==> config.mk <==
export PLATFORM = sky130hd
export DESIGN_NAME = spn_port
export DESIGN_NICKNAME = d
export VERILOG_FILES = /design/src/core/spn_pkg.sv /design/src/core/spn_tx.sv /design/src/core/spn_rx.sv /design/src/core/spn_port.sv
export SDC_FILE = /design/constraint.sdc
export NUM_CORES = 1
export LEC_CHECK = 0
export BUFFER_PORTS_ARGS = -buffer_cell sky130_fd_sc_hd__buf_2
export CAP_MARGIN = 10
export CORE_AREA = 2 2 245 247
export CTS_BUF_LIST = sky130_fd_sc_hd__clkbuf_4
export DETAILED_ROUTE_END_ITERATION = 6
export DIE_AREA = 0 0 247 249
export GPL_ROUTABILITY_DRIVEN = 0
export SLEW_MARGIN = 20
export SYNTH_ARGS = -nofsm -noshare
export SYNTH_HDL_FRONTEND = slang
export SYNTH_SLANG_ARGS = --single-unit
==> constraint.sdc <==
create_clock -name hclk -period 88.6 [get_ports hclk]
set_input_delay 17.72 -clock hclk [delete_from_list [all_inputs] [get_ports hclk]]
set_output_delay 17.72 -clock hclk [all_outputs]
set_load 0.01 [all_outputs]
==> src/core/spn_pkg.sv <==
package spn_pkg;
   // Register byte offsets
   localparam logic [7:0] OFS_CTRL    = 8'h00;
   localparam logic [7:0] OFS_STATION = 8'h04;
   localparam logic [7:0] OFS_RTS     = 8'h08;
   localparam logic [7:0] OFS_TMO     = 8'h0C;
   localparam logic [7:0] OFS_TXD     = 8'h10;
   localparam logic [7:0] OFS_RXD     = 8'h14;
   localparam logic [7:0] OFS_STAT    = 8'h18;
   localparam logic [7:0] OFS_CMD     = 8'h1C;
   // CTRL fields
   localparam int CTRL_BAUD_LSB = 0;
   localparam int CTRL_STOP2    = 3;
   localparam int CTRL_PAR_LSB  = 4;
   localparam int CTRL_PROTO    = 6;
   localparam int CTRL_ASCII    = 7;
   localparam int CTRL_IF422    = 8;
   localparam logic [8:0] CTRL_RESET = 9'h002;
   localparam logic [15:0] TMO_RESET = 16'h0064;
   // CMD bits
   localparam int CMD_MASTER = 0;
   localparam int CMD_TXGO   = 1;
   localparam int CMD_TXLAST = 2;
   localparam int CMD_CLRERR = 3;
   // STAT bits
   localparam int ST_TXRDY  = 0;
   localparam int ST_RXVAL  = 1;
   localparam int ST_PERR   = 2;
   localparam int ST_FERR   = 3;
   localparam int ST_TMOERR = 4;
   localparam int ST_MASTER = 5;
   localparam int ST_RTS    = 6;
   localparam int ST_RXADR  = 7;
   // Station numbers
   localparam logic [7:0] STN_MASTER  = 8'h01;
   localparam logic [7:0] STN_MAX     = 8'h5A;
   // Parity codes
   localparam logic [1:0] PAR_NONE = 2'h0;
   localparam logic [1:0] PAR_EVEN = 2'h1;
   localparam logic [1:0] PAR_ODD  = 2'h2;
   // Clock and oversampled bit rates
   localparam int CLK_HZ   = 10_000_000;
   localparam int OVS      = 16;
   localparam int BAUD_N   = 5;
   localparam int BAUD_TAB [BAUD_N] = '{2400, 4800, 9600, 19200, 38400};
   localparam int MS_US    = 1000;
   localparam int TICK_NS  = 1_000_000;
   localparam int CYC_PER_MS = CLK_HZ / MS_US;
   localparam int DATA_BITS = 8;
   localparam int BYTE_W   = 8;
   typedef enum logic {PROTO_RTU, PROTO_ALT} spn_proto_t;

   function automatic logic [15:0] spn_div(input logic [2:0] sel);
      int idx;
      idx = (sel < 3'(BAUD_N)) ? int'(sel) : BAUD_N - 1;
      spn_div = 16'(CLK_HZ / (BAUD_TAB[idx] * OVS) - 1);
   endfunction

   function automatic logic spn_par(input logic [7:0] d, input logic [1:0] mode);
      spn_par = (mode == PAR_ODD) ? ~(^d) : (^d);
   endfunction
endpackage

==> src/core/spn_tx.sv <==
`timescale 1ns/1ns
module spn_tx (
   // Clock and reset
   input  wire logic       hclk,
   input  wire logic       hresetn,
   // Timing and format
   input  wire logic       tick16,
   input  wire logic       stop2,
   input  wire logic [1:0] par,
   // Character
   input  wire logic       start,
   input  wire logic [7:0] data,
   output logic            busy,
   output logic            txd
);
   typedef enum logic [2:0] {T_IDLE, T_START, T_DATA, T_PAR, T_STOP} spn_txs_t;
   spn_txs_t   st;
   logic [3:0] ph;
   logic [2:0] bitn;
   logic [7:0] sh;
   logic       stopn;

   always_ff @(posedge hclk or negedge hresetn) begin
      if (!hresetn) begin
         st    <= T_IDLE;
         ph    <= 4'h0;
         bitn  <= 3'h0;
         sh    <= 8'h00;
         stopn <= 1'b0;
         txd   <= 1'b1;
      end else if (st == T_IDLE) begin
         txd <= 1'b1;
         if (start) begin
            sh <= data;
            st <= T_START;
            ph <= 4'h0;
            txd <= 1'b0;
         end
      end else if (tick16) begin
         ph <= ph + 4'h1;
         if (ph == 4'hF) begin
            unique case (st)
               T_START: begin
                  st <= T_DATA;
                  bitn <= 3'h0;
                  txd <= sh[0]; // LSB first [RQ21]
               end
               T_DATA: begin
                  if (bitn == 3'(spn_pkg::DATA_BITS - 1)) begin
                     if (par != spn_pkg::PAR_NONE) begin
                        st <= T_PAR;
                        txd <= spn_pkg::spn_par(sh, par); // [RQ6]
                     end else begin
                        st <= T_STOP;
                        stopn <= stop2;
                        txd <= 1'b1;
                     end
                  end else begin
                     bitn <= bitn + 3'h1;
                     txd <= sh[bitn + 3'h1];
                  end
               end
               T_PAR: begin
                  st <= T_STOP;
                  stopn <= stop2; // [RQ5]
                  txd <= 1'b1;
               end
               T_STOP: begin
                  if (stopn) stopn <= 1'b0;
                  else st <= T_IDLE;
               end
               default: st <= T_IDLE;
            endcase
         end
      end
   end

   assign busy = (st != T_IDLE);
endmodule

==> src/core/spn_rx.sv <==
`timescale 1ns/1ns
module spn_rx (
   // Clock and reset
   input  wire logic       hclk,
   input  wire logic       hresetn,
   // Timing and format
   input  wire logic       tick16,
   input  wire logic [1:0] par,
   input  wire logic       rxd,
   // Character out
   output logic            done,
   output logic [7:0]      data,
   output logic            perr,
   output logic            ferr
);
   typedef enum logic [2:0] {R_IDLE, R_START, R_DATA, R_PAR, R_STOP} spn_rxs_t;
   spn_rxs_t   st;
   logic [3:0] ph;
   logic [2:0] bitn;
   logic       pbit;

   always_ff @(posedge hclk or negedge hresetn) begin
      if (!hresetn) begin
         st <= R_IDLE;
         ph <= 4'h0;
         bitn <= 3'h0;
         pbit <= 1'b0;
         data <= 8'h00;
         done <= 1'b0;
         perr <= 1'b0;
         ferr <= 1'b0;
      end else begin
         done <= 1'b0;
         if (tick16) begin
            ph <= ph + 4'h1;
            unique case (st)
               R_IDLE: if (!rxd) begin
                  st <= R_START;
                  ph <= 4'h1;
               end
               R_START: if (ph == 4'h7) begin
                  if (rxd) st <= R_IDLE;
                  else begin
                     st <= R_DATA;
                     ph <= 4'h8;
                     bitn <= 3'h0;
                  end
               end
               R_DATA: if (ph == 4'h7) begin
                  data <= {rxd, data[7:1]};
                  if (bitn == 3'(spn_pkg::DATA_BITS - 1))
                     st <= (par != spn_pkg::PAR_NONE) ? R_PAR : R_STOP;
                  bitn <= bitn + 3'h1;
               end
               R_PAR: if (ph == 4'h7) begin
                  pbit <= rxd;
                  st <= R_STOP;
               end
               R_STOP: if (ph == 4'h7) begin
                  st <= R_IDLE;
                  done <= 1'b1;
                  ferr <= ~rxd;
                  perr <= (par != spn_pkg::PAR_NONE) &&
                          (pbit != spn_pkg::spn_par(data, par)); // [RQ6]
               end
               default: st <= R_IDLE;
            endcase
         end
      end
   end
endmodule

==> src/core/spn_port.sv <==
// Added by the designer: the AHB-Lite slave port and the register addresses.
`timescale 1ns/1ns
// What the document requires
// RQ1: Port runs master or slave, either protocol
// RQ2: MODBUS selection uses RTU binary frames
// RQ3: Rates 2400 to 38400 baud selectable
// RQ4: All network devices share one rate
// RQ5: One or two stop bits appended
// RQ6: None, even or odd parity generated, checked
// RQ7: Wait RTS-on delay before first character
// RQ8: Hold RTS for RTS-off delay after last
// RQ9: Response timeout after request logs error
// RQ10: Station number 1 means network master
// RQ11: Slave station numbers span 1 to 90
// RQ12: Slave station numbers unique on network
// RQ13: After reset port acts as slave
// RQ14: Master transaction done returns to slave
// RQ15: Alternate protocol uses hex or ASCII format
// RQ16: First port drives RS-232 or RS-422 only
// RQ17: Host issues needed read and write commands
// RQ18: Multi-drop network holds 2 to 248 devices
// RQ19: Slave serves RTU requests without program; the port only flags a first-byte station match, the host must reply
// RQ20: Divider from system clock, defaults on reset
// RQ21: RTU characters eight bits, LSB first
module spn_port #(
   parameter int TMO_MS_MAX = 65535
) (
   // Clock and reset
   input  wire logic        hclk,
   input  wire logic        hresetn,
   // AHB-Lite slave
   input  wire logic        hsel,
   input  wire logic [31:0] haddr,
   input  wire logic [1:0]  htrans,
   input  wire logic        hwrite,
   input  wire logic [2:0]  hsize,
   input  wire logic [31:0] hwdata,
   input  wire logic        hready,
   output logic [31:0]      hrdata,
   output logic             hreadyout,
   output logic             hresp,
   // Serial line, RS-232 side
   output logic             txd232,
   input  wire logic        rxd232,
   // Serial line, RS-422 side
   output logic             txd422,
   output logic             txd422_oe,
   input  wire logic        rxd422,
   // Modem control
   output logic             rts
);
   logic [8:0]  ctrl_reg;
   logic [7:0]  stn_reg;
   logic [15:0] rts_reg;
   logic [15:0] tmo_reg;
   logic [7:0]  txd_reg;
   logic [7:0]  rxd_reg;
   logic        txfull_reg;
   logic        rxval_reg;
   logic        perr_reg;
   logic        ferr_reg;
   logic        tmoerr_reg;
   logic        master_reg;
   logic        last_reg;
   logic        rxadr_reg;
   logic        rxfirst_reg;
   logic        ap_we;
   logic        ap_re;
   logic [7:0]  ap_adr;

   // Address phase capture
   always_ff @(posedge hclk or negedge hresetn) begin
      if (!hresetn) begin
         ap_we  <= 1'b0;
         ap_re  <= 1'b0;
         ap_adr <= 8'h00;
      end else if (hready) begin
         ap_we  <= hsel & htrans[1] & hwrite;
         ap_re  <= hsel & htrans[1] & ~hwrite;
         ap_adr <= haddr[7:0];
      end
   end

   always_ff @(posedge hclk or negedge hresetn) begin
      if (!hresetn) begin
         hreadyout <= 1'b1;
         hresp     <= 1'b0;
      end else begin
         // One wait state on reads, so read data follow a write just before
         hreadyout <= !(hready && hsel && htrans[1] && !hwrite);
         hresp     <= 1'b0;
      end
   end

   wire wr = ap_we;
   wire [1:0] par = ctrl_reg[spn_pkg::CTRL_PAR_LSB +: 2];
   wire cmd_wr = wr && ap_adr == spn_pkg::OFS_CMD;

   // Configuration defaults on reset [RQ20]
   always_ff @(posedge hclk or negedge hresetn) begin
      if (!hresetn) begin
         ctrl_reg <= spn_pkg::CTRL_RESET;
         stn_reg  <= spn_pkg::STN_MASTER;
         rts_reg  <= 16'h0000;
         tmo_reg  <= spn_pkg::TMO_RESET;
      end else if (wr) begin
         unique case (ap_adr)
            spn_pkg::OFS_CTRL:    ctrl_reg <= hwdata[8:0];
            spn_pkg::OFS_STATION:
               if (hwdata[7:0] <= spn_pkg::STN_MAX && hwdata[7:0] != 8'h00)
                  stn_reg <= hwdata[7:0]; // [RQ11]
            spn_pkg::OFS_RTS:     rts_reg <= hwdata[15:0];
            spn_pkg::OFS_TMO:     tmo_reg <= hwdata[15:0];
            default: ;
         endcase
      end
   end

   // Bit-rate divider [RQ3] [RQ20]
   logic [15:0] bdiv;
   logic        tick16;
   always_ff @(posedge hclk or negedge hresetn) begin
      if (!hresetn) begin
         bdiv   <= 16'h0000;
         tick16 <= 1'b0;
      end else if (bdiv >= spn_pkg::spn_div(ctrl_reg[2:0])) begin
         bdiv   <= 16'h0000;
         tick16 <= 1'b1;
      end else begin
         bdiv   <= bdiv + 16'h0001;
         tick16 <= 1'b0;
      end
   end

   // Millisecond tick for delays and timeout
   logic [15:0] mscnt;
   logic        mstick;
   always_ff @(posedge hclk or negedge hresetn) begin
      if (!hresetn) begin
         mscnt  <= 16'h0000;
         mstick <= 1'b0;
      end else begin
         mstick <= (mscnt == 16'(spn_pkg::CYC_PER_MS - 1));
         mscnt  <= (mscnt == 16'(spn_pkg::CYC_PER_MS - 1)) ? 16'h0000 : mscnt + 16'h0001;
      end
   end

   // Transmit sequence with RTS keying
   typedef enum logic [2:0] {S_IDLE, S_RTSON, S_SEND, S_RTSOFF, S_WAIT} spn_seq_t;
   spn_seq_t   seq;
   logic [15:0] dly;
   logic        tx_start;
   logic        tx_busy;
   logic        txline;
   logic        rx_done;
   logic [7:0]  rx_data;
   logic        rx_perr;
   logic        rx_ferr;

   wire if422 = ctrl_reg[spn_pkg::CTRL_IF422];
   wire rxline = if422 ? rxd422 : rxd232;

   always_ff @(posedge hclk or negedge hresetn) begin
      if (!hresetn) begin
         seq      <= S_IDLE;
         dly      <= 16'h0000;
         tx_start <= 1'b0;
         rts      <= 1'b0;
      end else begin
         tx_start <= 1'b0;
         unique case (seq)
            S_IDLE: if (txfull_reg) begin
               seq <= S_RTSON;
               rts <= 1'b1;
               dly <= rts_reg;
            end
            S_RTSON: if (dly == 16'h0000) seq <= S_SEND; // [RQ7]
               else if (mstick) dly <= dly - 16'h0001;
            S_SEND: if (!tx_busy && !tx_start) begin
               if (txfull_reg) tx_start <= 1'b1;
               else if (last_reg) begin
                  seq <= S_RTSOFF;
                  dly <= rts_reg;
               end
            end
            S_RTSOFF: if (dly == 16'h0000) begin // [RQ8]
               rts <= 1'b0;
               seq <= master_reg ? S_WAIT : S_IDLE;
               dly <= tmo_reg;
            end else if (mstick) dly <= dly - 16'h0001;
            S_WAIT: if (rx_done || dly == 16'h0000) seq <= S_IDLE; // [RQ9]
               else if (mstick) dly <= dly - 16'h0001;
            default: seq <= S_IDLE;
         endcase
      end
   end

   // Line drivers, one interface at a time [RQ16]
   always_ff @(posedge hclk or negedge hresetn) begin
      if (!hresetn) begin
         txd232    <= 1'b1;
         txd422    <= 1'b1;
         txd422_oe <= 1'b0;
      end else begin
         txd232    <= if422 ? 1'b1 : txline;
         txd422    <= if422 ? txline : 1'b1;
         txd422_oe <= if422 & rts;
      end
   end

   // Master/slave role and data flags [RQ1] [RQ10] [RQ13] [RQ14]
   wire tmo_hit = seq == S_WAIT && dly == 16'h0000 && !rx_done;
   wire resp_end = seq == S_WAIT && (rx_done || dly == 16'h0000);
   always_ff @(posedge hclk or negedge hresetn) begin
      if (!hresetn) begin
         master_reg <= 1'b0;
         last_reg   <= 1'b0;
      end else begin
         if (cmd_wr && hwdata[spn_pkg::CMD_MASTER] && stn_reg == spn_pkg::STN_MASTER)
            master_reg <= 1'b1;
         else if (resp_end || (seq == S_RTSOFF && dly == 16'h0000 && !master_reg))
            master_reg <= master_reg & ~resp_end;
         if (cmd_wr && hwdata[spn_pkg::CMD_TXLAST]) last_reg <= 1'b1;
         else if (seq == S_RTSOFF) last_reg <= 1'b0;
      end
   end

   always_ff @(posedge hclk or negedge hresetn) begin
      if (!hresetn) begin
         txd_reg    <= 8'h00;
         txfull_reg <= 1'b0;
      end else if (wr && ap_adr == spn_pkg::OFS_TXD && !txfull_reg) begin
         txd_reg    <= hwdata[7:0];
         txfull_reg <= 1'b1;
      end else if (tx_start) txfull_reg <= 1'b0;
   end

   // Receive flags, set wins over clear; first byte station match [RQ19]
   wire rd_rxd = ap_re && !hreadyout && ap_adr == spn_pkg::OFS_RXD;
   wire clr = cmd_wr && hwdata[spn_pkg::CMD_CLRERR];
   always_ff @(posedge hclk or negedge hresetn) begin
      if (!hresetn) begin
         rxd_reg <= 8'h00;
         rxval_reg <= 1'b0;
         perr_reg <= 1'b0;
         ferr_reg <= 1'b0;
         tmoerr_reg <= 1'b0;
         rxadr_reg <= 1'b0;
         rxfirst_reg <= 1'b1;
      end else begin
         if (rx_done) begin
            rxd_reg <= rx_data;
            rxval_reg <= 1'b1;
            rxfirst_reg <= 1'b0;
            if (rxfirst_reg) rxadr_reg <= (rx_data == stn_reg);
         end else if (rd_rxd) rxval_reg <= 1'b0;
         if (cmd_wr && hwdata[spn_pkg::CMD_TXGO]) rxfirst_reg <= 1'b1;
         perr_reg <= (rx_done & rx_perr) | (perr_reg & ~clr);
         ferr_reg <= (rx_done & rx_ferr) | (ferr_reg & ~clr);
         tmoerr_reg <= tmo_hit | (tmoerr_reg & ~clr); // [RQ9]
      end
   end

   always_ff @(posedge hclk or negedge hresetn) begin
      if (!hresetn) hrdata <= 32'h0000_0000;
      else if (ap_re && !hreadyout) begin
         unique case (ap_adr)
            spn_pkg::OFS_CTRL:    hrdata <= {23'h0, ctrl_reg};
            spn_pkg::OFS_STATION: hrdata <= {24'h0, stn_reg};
            spn_pkg::OFS_RTS:     hrdata <= {16'h0, rts_reg};
            spn_pkg::OFS_TMO:     hrdata <= {16'h0, tmo_reg};
            spn_pkg::OFS_RXD:     hrdata <= {24'h0, rxd_reg};
            spn_pkg::OFS_STAT:    hrdata <= {24'h0, rxadr_reg, rts, master_reg,
                                      tmoerr_reg, ferr_reg, perr_reg, rxval_reg, ~txfull_reg};
            default:              hrdata <= 32'h0000_0000;
         endcase
      end
   end

   spn_tx u_tx (
      .hclk    (hclk),
      .hresetn (hresetn),
      .tick16  (tick16),
      .stop2   (ctrl_reg[spn_pkg::CTRL_STOP2]), // [RQ5]
      .par     (par),
      .start   (tx_start),
      .data    (txd_reg), // RTU binary, ASCII hex encoded by software [RQ2] [RQ15]
      .busy    (tx_busy),
      .txd     (txline)
   );

   spn_rx u_rx (
      .hclk    (hclk),
      .hresetn (hresetn),
      .tick16  (tick16),
      .par     (par),
      .rxd     (rxline),
      .done    (rx_done),
      .data    (rx_data),
      .perr    (rx_perr),
      .ferr    (rx_ferr)
   );

   property p_rts_off;
      @(posedge hclk) disable iff (!hresetn)
      (seq == S_SEND && $past(seq) == S_RTSON) |-> rts;
   endproperty
   a_rts_off: assert property (p_rts_off) else $error("rts low while sending"); // [RQ7]
   property p_tmo;
      @(posedge hclk) disable iff (!hresetn) tmo_hit |=> tmoerr_reg;
   endproperty
   a_tmo: assert property (p_tmo) else $error("timeout not logged"); // [RQ9]
   property p_one_if;
      @(posedge hclk) disable iff (!hresetn) txd422_oe |-> txd232;
   endproperty
   a_one_if: assert property (p_one_if) else $error("both interfaces driven"); // [RQ16]
   property p_slave_back;
      @(posedge hclk) disable iff (!hresetn)
      resp_end && !(cmd_wr && hwdata[spn_pkg::CMD_MASTER]) |=> !master_reg;
   endproperty
   a_slave_back: assert property (p_slave_back) else $error("stayed master"); // [RQ14]
   property p_master_stn;
      @(posedge hclk) disable iff (!hresetn)
      $rose(master_reg) |-> $past(stn_reg) == spn_pkg::STN_MASTER;
   endproperty
   a_master_stn: assert property (p_master_stn) else $error("master on wrong station"); // [RQ10]
   property p_rts_fall;
      @(posedge hclk) disable iff (!hresetn)
      $fell(rts) |-> $past(seq) == S_RTSOFF && $past(dly) == 16'h0000;
   endproperty
   a_rts_fall: assert property (p_rts_fall) else $error("rts dropped before hold"); // [RQ8]
   property p_stn_range;
      @(posedge hclk) disable iff (!hresetn)
      stn_reg != 8'h00 && stn_reg <= spn_pkg::STN_MAX;
   endproperty
   a_stn_range: assert property (p_stn_range) else $error("station out of range"); // [RQ11]
   c_tx: cover property (@(posedge hclk) tx_start);
   c_rx: cover property (@(posedge hclk) rx_done);
   c_tmo: cover property (@(posedge hclk) tmo_hit);
endmodule

Word level (Yosys, flattened, before mapping). Memory sizes are Yosys's and may differ from the RTL's. Index checks and enable logic that the tools add are counted.

Flip-flop bits (word level): 217. Bits in read-only memories: 256. Input bits: 76. Logic and storage cells: 295. Memories kept: 1.

Memory list: (name not given) (words 8, width 32, rd ports 1, clocked after memory_dff 0, write ports 0, line spn_pkg.sv:56) `spn_div = 16'(CLK_HZ / (BAUD_TAB[idx] * OVS) - 1);`.

Add/sub/neg operators: 8. Divide/modulo/power cells: 1. $lt $le $gt $ge: 5. Equal/unequal tests: 50. Muxes and demuxes: 90. Bitwise logic cells: 22. Reductions and logical operators: 73.

Operators with widths (count): $mux 16 (10); $pmux 16 s6 (1); $pmux 16 s5 (1); $mux 3 (26); $mux 28 (2); $mux 1 (33); $add 16x1->16 const B (2); $div 25x32->32 const A (1); $eq 8x5->1 const B (4); $ge 32x4->1 const B (1); $not 3->32 (1); $pmux 3 s5 (2); $ne 2x2->1 const B (13); $mux 4 (6); $reduce_bool 2->1 (11); $logic_and 1x1->1 (21); $reduce_and 7->1 (3); $eq 3x2->1 const B (6); $reduce_and 3->1 (6); $eq 16x14->1 const B (1); $eq 8x4->1 const B (2); $ge 16x16->1 (1); $logic_not 16->1 (1); $reduce_xor 8->1 (2); other kinds (40) (92).

Longest topological paths before layout. Gate-level depths: netlist (run 1).

Word-level depth: 10. Depth in mapped cells: 211. Mapped depth without buffers: 196.

Modules after synthesis. From an unflattened synthesis (run 1), not the netlist that was laid out.

Cells, all modules: 2114. Area, all modules: 18078.6 sq um.

Modules (own cells, without submodules): spn_port (times used 1, cells an instance 1902, area an instance 15801.4 sq um, seq. area each 3990.1 sq um); spn_tx (times used 1, cells an instance 110, area an instance 1144.8 sq um, seq. area each 501.7 sq um); spn_rx (times used 1, cells an instance 102, area an instance 1132.3 sq um, seq. area each 550.5 sq um).

Least setup slack after synthesis (run 1). No wires, ideal clock.

Kind: register to register. Start point: reg ctrl_reg[2]. End point: reg bdiv[10]. Library setup time: 0.072 ns. Arrival time: 38.002 ns. Data required time: 88.528 ns. Path slack: 50.526 ns. Stages on the path, launching flop included: 197. Path buffers: 15. Period minus slack after synthesis: 38.074 ns. Cell sequence: dfrtp_1 -> buf_6 -> inv_1 -> nand2_1 -> inv_1 -> clkbuf_1 -> ha_1 -> inv_1 -> nand2_1 -> ha_1 -> o21ai_0 -> a21oi_1 -> nor2_1 -> nor4_1 -> ha_1 -> a21o_1 -> a31o_2 -> o211ai_4 -> [161 not listed] -> a21o_1 -> a21boi_1 -> ha_1 -> xor2_1 -> ha_1 -> nor2b_1 -> o21ai_0 -> nand2b_1 -> a21oi_1 -> nor2b_1 -> o21ai_0 -> nand2b_1 -> a21oi_1 -> nor2b_1 -> o21ai_0 -> nand3_1 -> clkbuf_1 -> nor2_1.

Word-level cells in the longest chain between the ends: 10.

Ends and longest elaborated chain: from (decl) (line spn_port.sv:52) `logic [8:0] ctrl_reg;`; from (signal assigned) (line spn_port.sv:102) `ctrl_reg <= spn_pkg::CTRL_RESET;`; from (signal assigned) (line spn_port.sv:108) `spn_pkg::OFS_CTRL: ctrl_reg <= hwdata[8:0];`; $lt 3x3->1 (line spn_pkg.sv:55) `idx = (sel < 3'(BAUD_N)) ? int'(sel) : BAUD_N - 1;`; $mux 3 * (line spn_pkg.sv:55); $not 3->32 (not written as such) * (line spn_pkg.sv:56); $mem_v2 8x32 *; $mux 28 (not written as such) * (2 in series) (line spn_pkg.sv:56); $div 25x32->32 * (line spn_pkg.sv:56); $sub 16x2->16 * (line spn_pkg.sv:56); $ge 16x16->1 * (line spn_port.sv:126) `end else if (bdiv >= spn_pkg::spn_div(ctrl_reg[2:0])) begin`; $mux 16 * (line spn_port.sv:126); to (signal assigned) (line spn_port.sv:130) `bdiv <= bdiv + 16'h0001;`; to (decl) (line spn_port.sv:120) `logic [15:0] bdiv;`.

Every way passes the cells marked *; elsewhere a longest branch is shown, timed or not. The select of a mux whose other input is x is not followed. A chain may end at the register's enable or synchronous reset.

Worst setup path in the final report (run 1).
Start point: reg ctrl_reg[2]. End point: reg bdiv[7].

The elaborated chain is that of the path after synthesis.

==> reports/qor.yml, run 1 <==
status: "finished clean"
dp_hpwl_um: 39400
cp.required_ps: 89160
synth_cell_types: 120
vias_per_cell: 5.71
num_rows: 89
clkTransAtPathRegs_ps: 80
io_buffers: 52
layout_common_cells: "dfrtp_1 (190), nand2_1 (189), nor2_1 (177), o21ai_0 (148), ha_1 (132)"
finalCritPeriodShare: 0.532
cts-root-buf: "clkbuf_4"
peakVddDrop_v: 0.0000403
powerDensity_nw_per_um2: 39.2
finalWorstPathRequiredPeriod_ps: 47140
drc_errors: 0
synth_area_per_cell_um2: 8.60
largest_register_ffs: 17
drtIter0Drc: 1319
yosysWarnings: 0
synth_area_leaders: "dfrtp_1 (26%), ha_1 (9.1%), mux2_2 (6.2%)"
dieHeight_um: 249
p_leak_nw: 8.67
h-tree-depth: 2
die_w_um: 247
cp.arrival_ps: 47700
cts_resized: 0
synthArstFlopShare: 1.00
antenna_left: 0
cts_hold_buf: 0
critical-path-top-delay-family: "compound AO/OA/AOI/OAI gates"
grt_pass1_wl_um: 87900
first_pass_iters: 6
layout-drive-gt1-share: 0.165
fin_skew_ps: 89.9
clock.fmax_ghz: 0.0212
grt_max_degree: 72
yosysTopAreaCell: "dfrtp_1"
cts_buffer_depth: 3
vias: 16997
tns_ps: 0
clk_latency_ps: 720
slew_headroom: 0.336
setup_viol: 0
cts_setup_buffers: 0
core_um2: 58700
numCtsBuffers: 50
max_slew.worst_pin.slew_ps: 996
final_common_cell: "dfrtp_1"
cts.sinks: 201
areaGrowthSynthToFinish_pct: 9.31
cp_common_cell: "ha_1"
worstPathMaxFanout: 34
cp_slowest_cell: "inv_1"
whs_ps: 476
busiest_layer: "met2"
synth-seq-cells: 201
syn_area_um2: 18100
rsz0062_at_grt: "false"
setup.worst_path.class: "register to register"
synth.top_cell.area_share: 0.264
antenna_found_initial: 1
overflow: 0
hold_class: "register to register"
total_power_mw: 0.778
met3_usage: 0.0182
cts_tree: "done"
hold_viol: 0
synth_edf_count: 0
initial_core_util: 0.309
cp-start-kind: "register"
drv_slew: 0
pre_cts_slack_ps: 42540
slowest_delay_ps: 790
use_met2: 0.299
ys.flop_type: "dfrtp_1"
path_buf_inv: 19
met1_usage: 0.222
layout.nets: 2373
synth_seq_area_share: 0.278
synth_cells: 2110
cap_violations: 0
routed_wl_um: 54400
ios: 114
wl_per_cell_um: 18.3
end_kind: "register"
grt_usage: 0.173
setup_slack_ps: 41460
fp.dieArea_um2: 61500
first_global_vias: 16754
synthesized netlist by cell type, drive strengths merged (11+ instances only):
cell and n:
and2 18, nor2 180, xor2 38, clkbuf 57, o211ai 27, mux2 100, a22oi 23, a211oi 24
a21o 50, or3 26, nor3 57, ha 132, nand2 189, nor2b 19, dfrtp 191, nor4 21
and3 23, nand3 60, or2 15, or4 14, a221o 17, xnor2 69, nand2b 30, a31oi 28
o31ai 19, inv 75, buf 41, nand4 24, o21a 23, a221oi 11, o21ai 159, a22o 22
mux2i 28, a21boi 13, a21oi 117
layer usage:
metal | up-vias | part of all wire
met5 | - | 0
met2 | 549 | 0.48
met4 | 0 | 0.031
met1 | 8309 | 0.44
met3 | 119 | 0.045
li1 | 8020 | -
path summary, 6_finish.rpt:
path                        startpoint    endpoint  slack (ps)  cells after the start
max in group asynchronous      hresetn  hrdata[11]       69430                      3
min                          hrdata[0]   hrdata[0]         480                      2
min reg2reg                  hrdata[0]   hrdata[0]         480                      2
min in group asynchronous      hresetn  rxd_reg[1]       17050                      1
max reg2reg                ctrl_reg[2]     bdiv[7]       41460                    182
max                        ctrl_reg[2]     bdiv[7]       41460                    182
cell type report:
| cell class | count | area, um^2 |
|---|---|---|
| Inverter | 77 | 294 |
| Clock inverter | 11 | 55.1 |
| Sequential cell | 201 | 5040 |
| Multi-Input combinational cell | 1757 | 12400 |
| Tap cell | 773 | 967 |
| Timing Repair Buffer | 77 | 457 |
| Fill cell | 6055 | 38900 |
| Clock buffer | 78 | 586 |
| Antenna cell | 1 | 2.50 |
cell families after synthesis:
logic type                 synth area share
other                              0.000414
muxes                                0.0809
adders and majority gates            0.0922
xor gates and xnor gates             0.0517
and+or+nand+nor                       0.196
buffers and inverters                0.0426
DFF                                   0.278
AOI/OAI and AO/OA                     0.258
power breakdown:
part	total, mW	internal, mW	switching, mW	leakage [nW]
clock	0.0786	0.0401	0.0385	0.388
sequential	0.114	0.103	0.0111	2.56
combinational	0.585	0.216	0.369	5.72
total	0.778	0.359	0.419	8.67
per-stage QoR:
| step | area [um^2] | cells | util |
|---|---|---|---|
| 2_1_floorplan | 18200 | 2133 | - |
| 4_1_cts | 19800 | 2974 | 0.338 |
| 5_1_grt | 19800 | 2975 | 0.338 |
| 3_3_place_gp | 19200 | 2885 | 0.327 |
| 3_5_place_dp | 19200 | 2885 | 0.327 |
| 6_report | 19800 | 2975 | 0.338 |
worst reg2reg max path: cells and delay by family, from the launching register on:
kind / cells / cell delay, ps
AO/OA/AOI/OAI: 78 / 18360
XOR/XNOR: 1 / 170
adder cells (fa/ha/maj): 23 / 7260
buffers and inverters: 19 / 3940
flip-flops: 1 / 400
multiplexers: 9 / 3560
AND/OR/NAND/NOR: 52 / 13230
(Power assumes the default switching activity.)
==> inputs of run 2 (changes only) <==
--- a/config.mk
+++ b/config.mk
@@ -5,12 +5,13 @@
 export SDC_FILE = /design/constraint.sdc
 export NUM_CORES = 1
 export LEC_CHECK = 0
+export ABC_AREA = 1
 export BUFFER_PORTS_ARGS = -buffer_cell sky130_fd_sc_hd__buf_2
 export CAP_MARGIN = 10
-export CORE_AREA = 2 2 245 247
+export CORE_AREA = 2 2 248 250
 export CTS_BUF_LIST = sky130_fd_sc_hd__clkbuf_4
 export DETAILED_ROUTE_END_ITERATION = 6
-export DIE_AREA = 0 0 247 249
+export DIE_AREA = 0 0 250 252
 export GPL_ROUTABILITY_DRIVEN = 0
 export SLEW_MARGIN = 20
 export SYNTH_ARGS = -nofsm -noshare
==> constraint.sdc (replaced) <==
create_clock -name hclk -period 43.2 [get_ports hclk]
set_input_delay 8.64 -clock hclk [delete_from_list [all_inputs] [get_ports hclk]]
set_output_delay 8.64 -clock hclk [all_outputs]
set_load 0.01 [all_outputs]
==> reports/qor.yml, run 2 <==
hold_viol: 0
min-delay-start: "mscnt[0]"
ys.flop_type: "dfrtp_1"
switchingPower_mw: 0.426
grt_pass1_wl_um: 82800
largest_register_ffs: 17
slowest_delay_ps: 730
synth.top_cell.area_share: 0.259
grt_usage: 0.160
status: "finished clean"
antenna_left: 0
wl_per_cell_um: 14.7
layout_common_cells: "nand2_1 (554), inv_1 (354), o21ai_0 (224), nor2_1 (207), dfrtp_1 (191)"
num_rows: 90
clk_latency_ps: 660
dp_hpwl_um: 37600
clock.fmax_ghz: 0.0296
synthArstFlopShare: 1.00
finalCritPeriodShare: 0.783
p_int_mw: 0.492
die_w_um: 250
cts_setup_buffers: 0
timing.critical_path.from: "ctrl_reg[1]"
first_pass_iters: 6
yosysTopAreaCell: "dfrtp_1"
drv_slew: 0
cp.arrival_ps: 34370
antenna_found_initial: 3
fp.dieArea_um2: 63000
cts-root-buf: "clkbuf_4"
cts.sinks: 201
synth_seq_area_share: 0.273
setup.worst_path.class: "register to register"
vias: 17049
dpl_cell_area_um2: 19400
end_kind: "register"
core_um2: 60100
clkTransAtPathRegs_ps: 60
initial_core_util: 0.307
timing.rr.start: "ctrl_reg[1]"
p_seq_frac: 0.272
overflow: 0
synth_commonest_cells: "nand2_1 (554), inv_1 (354), o21ai_0 (224)"
setup_viol: 0
numCtsBuffers: 53
p_comb_frac: 0.545
h-tree-depth: 2
regArea_um2: 5040
final_common_cell: "nand2_1"
cap_violations: 0
finalWorstPathRequiredPeriod_ps: 33840
yosysMostFrequentCell: "nand2_1"
worstPathMaxFanout: 22
fillerInstances: 6560
vias_per_cell: 4.91
drc_errors: 0
cts_buffer_depth: 3
fin_skew_ps: 47.5
areaGrowthSynthToFinish_pct: 8.75
synth_cells: 2579
synth_area_per_cell_um2: 7.16
p_leak_nw: 10.4
ios: 114
synth-seq-cells: 201
hold_class: "register to register"
cp-start-kind: "register"
powerDensity_nw_per_um2: 45.7
cp_slowest_cell: "dfstp_2"
dieHeight_um: 252
slew_headroom: 0.327
synth_edf_count: 0
synth_area_leaders: "dfrtp_1 (26%), nand2_1 (11%), ha_1 (9.0%)"
routed_wl_um: 51100
cp.required_ps: 43740
rsz0062_at_grt: "false"
clkPwrFrac: 0.183
final_area_um2: 20100
drtIter0Drc: 1069
grt_max_degree: 85
syn_area_um2: 18500
cp_common_cell: "nand2_1"
yosysWarnings: 0
layout-drive-gt1-share: 0.152
io_buffers: 52
cts_resized: 0
netSwitchingFraction: 0.464
multi_input_area_um2: 11400
synth_cell_types: 82
max_slew.worst_pin.slew_ps: 1010
layout.nets: 2864
first_global_vias: 15962
fin_util: 0.334
cts_tree: "done"
total_power_mw: 0.917
tns_ps: 0
cts_hold_buf: 0
peakVddDrop_v: 0.0000229
run 2: changes by cell type in the layout (fill, tap and decap cells not counted), sizes merged, moves of 27 or more:
| cell | previous run | this run |
|---|---|---|
| nand2 | 189 | 634 |
| mux2i | 28 | 1 |
| xor2 | 38 | 68 |
| nor2 | 180 | 240 |
| nand3 | 60 | 176 |
| o21ai | 159 | 231 |
| xnor2 | 69 | 27 |
| nand2b | 30 | 0 |
| inv | 75 | 373 |
| mux2 | 100 | 16 |
| a21o | 50 | 5 |
run 2: power by group through the flow:
stage	registers [mW]	clock network (mW)	logic [mW]
2_1_floorplan	0.245	0	0.407
3_3_place_gp	0.251	0	0.495
3_5_place_dp	0.252	0	0.499
4_1_cts	0.249	0.173	0.501
5_1_grt	0.253	0.184	0.570
6_report	0.249	0.168	0.500
run 2: routing by layer:
layer	part of all wire	track usage	wire, um	vias up
met3	0.058	0.0220	2950	95
li1	-	-	-	8666
met5	0.00047	0	24	-
met4	0.024	0.0453	1220	4
met2	0.45	0.262	22900	442
met1	0.47	0.219	24000	7842
run 2: through the flow:
stage	setup slack, ps	hold slack (ps)	instances
final	9360	458	3475
after global routing	5770	476	3475
after CTS	9360	462	3474
after detailed placement	9440	453	3381
after global placement	9500	455	3381
after floorplan	15530	431	2602
run 2: kinds of logic after synthesis:
| kind of cell | count (synthesis) | share of synthesized area |
|---|---|---|
| xor+xnor | 95 | 0.0451 |
| buf+inv | 464 | 0.115 |
| flops | 201 | 0.273 |
| simple gates | 1186 | 0.313 |
| compound gates | 480 | 0.151 |
| mux | 17 | 0.0103 |
| other cells | 2 | 0.000407 |
| fa+ha+maj | 134 | 0.0912 |
run 2: layout make-up:
type,count,area share
sequential,201,0.251
timing repair buffer,79,0.0235
inverter,382,0.0742
clock buffer,87,0.0325
multi-input combinational,1937,0.569
clock inverter,6,0.00112
tap,782,0.0487
antenna,1,0.000125
run 2: path summary, 6_finish.rpt:
check,to,slack [ps],cells after the start
setup / recovery,bdiv[4],9360,209
hold / removal,mscnt[0],460,1
setup reg to reg,bdiv[4],9360,209
hold reg to reg,mscnt[0],460,1
max in group asynchronous,txd422_oe,33830,2
min in group asynchronous,ap_re,8010,1
run 2: critical path, delay by kind of cell, from the launching register on:
| kind | cells | cell delay (ps) |
|---|---|---|
| AOI/OAI and AO/OA | 46 | 8360 |
| and+or+nand+nor | 101 | 12200 |
| buffers and inverters | 39 | 5230 |
| DFF | 1 | 730 |
| adders and majority gates | 23 | 7050 |
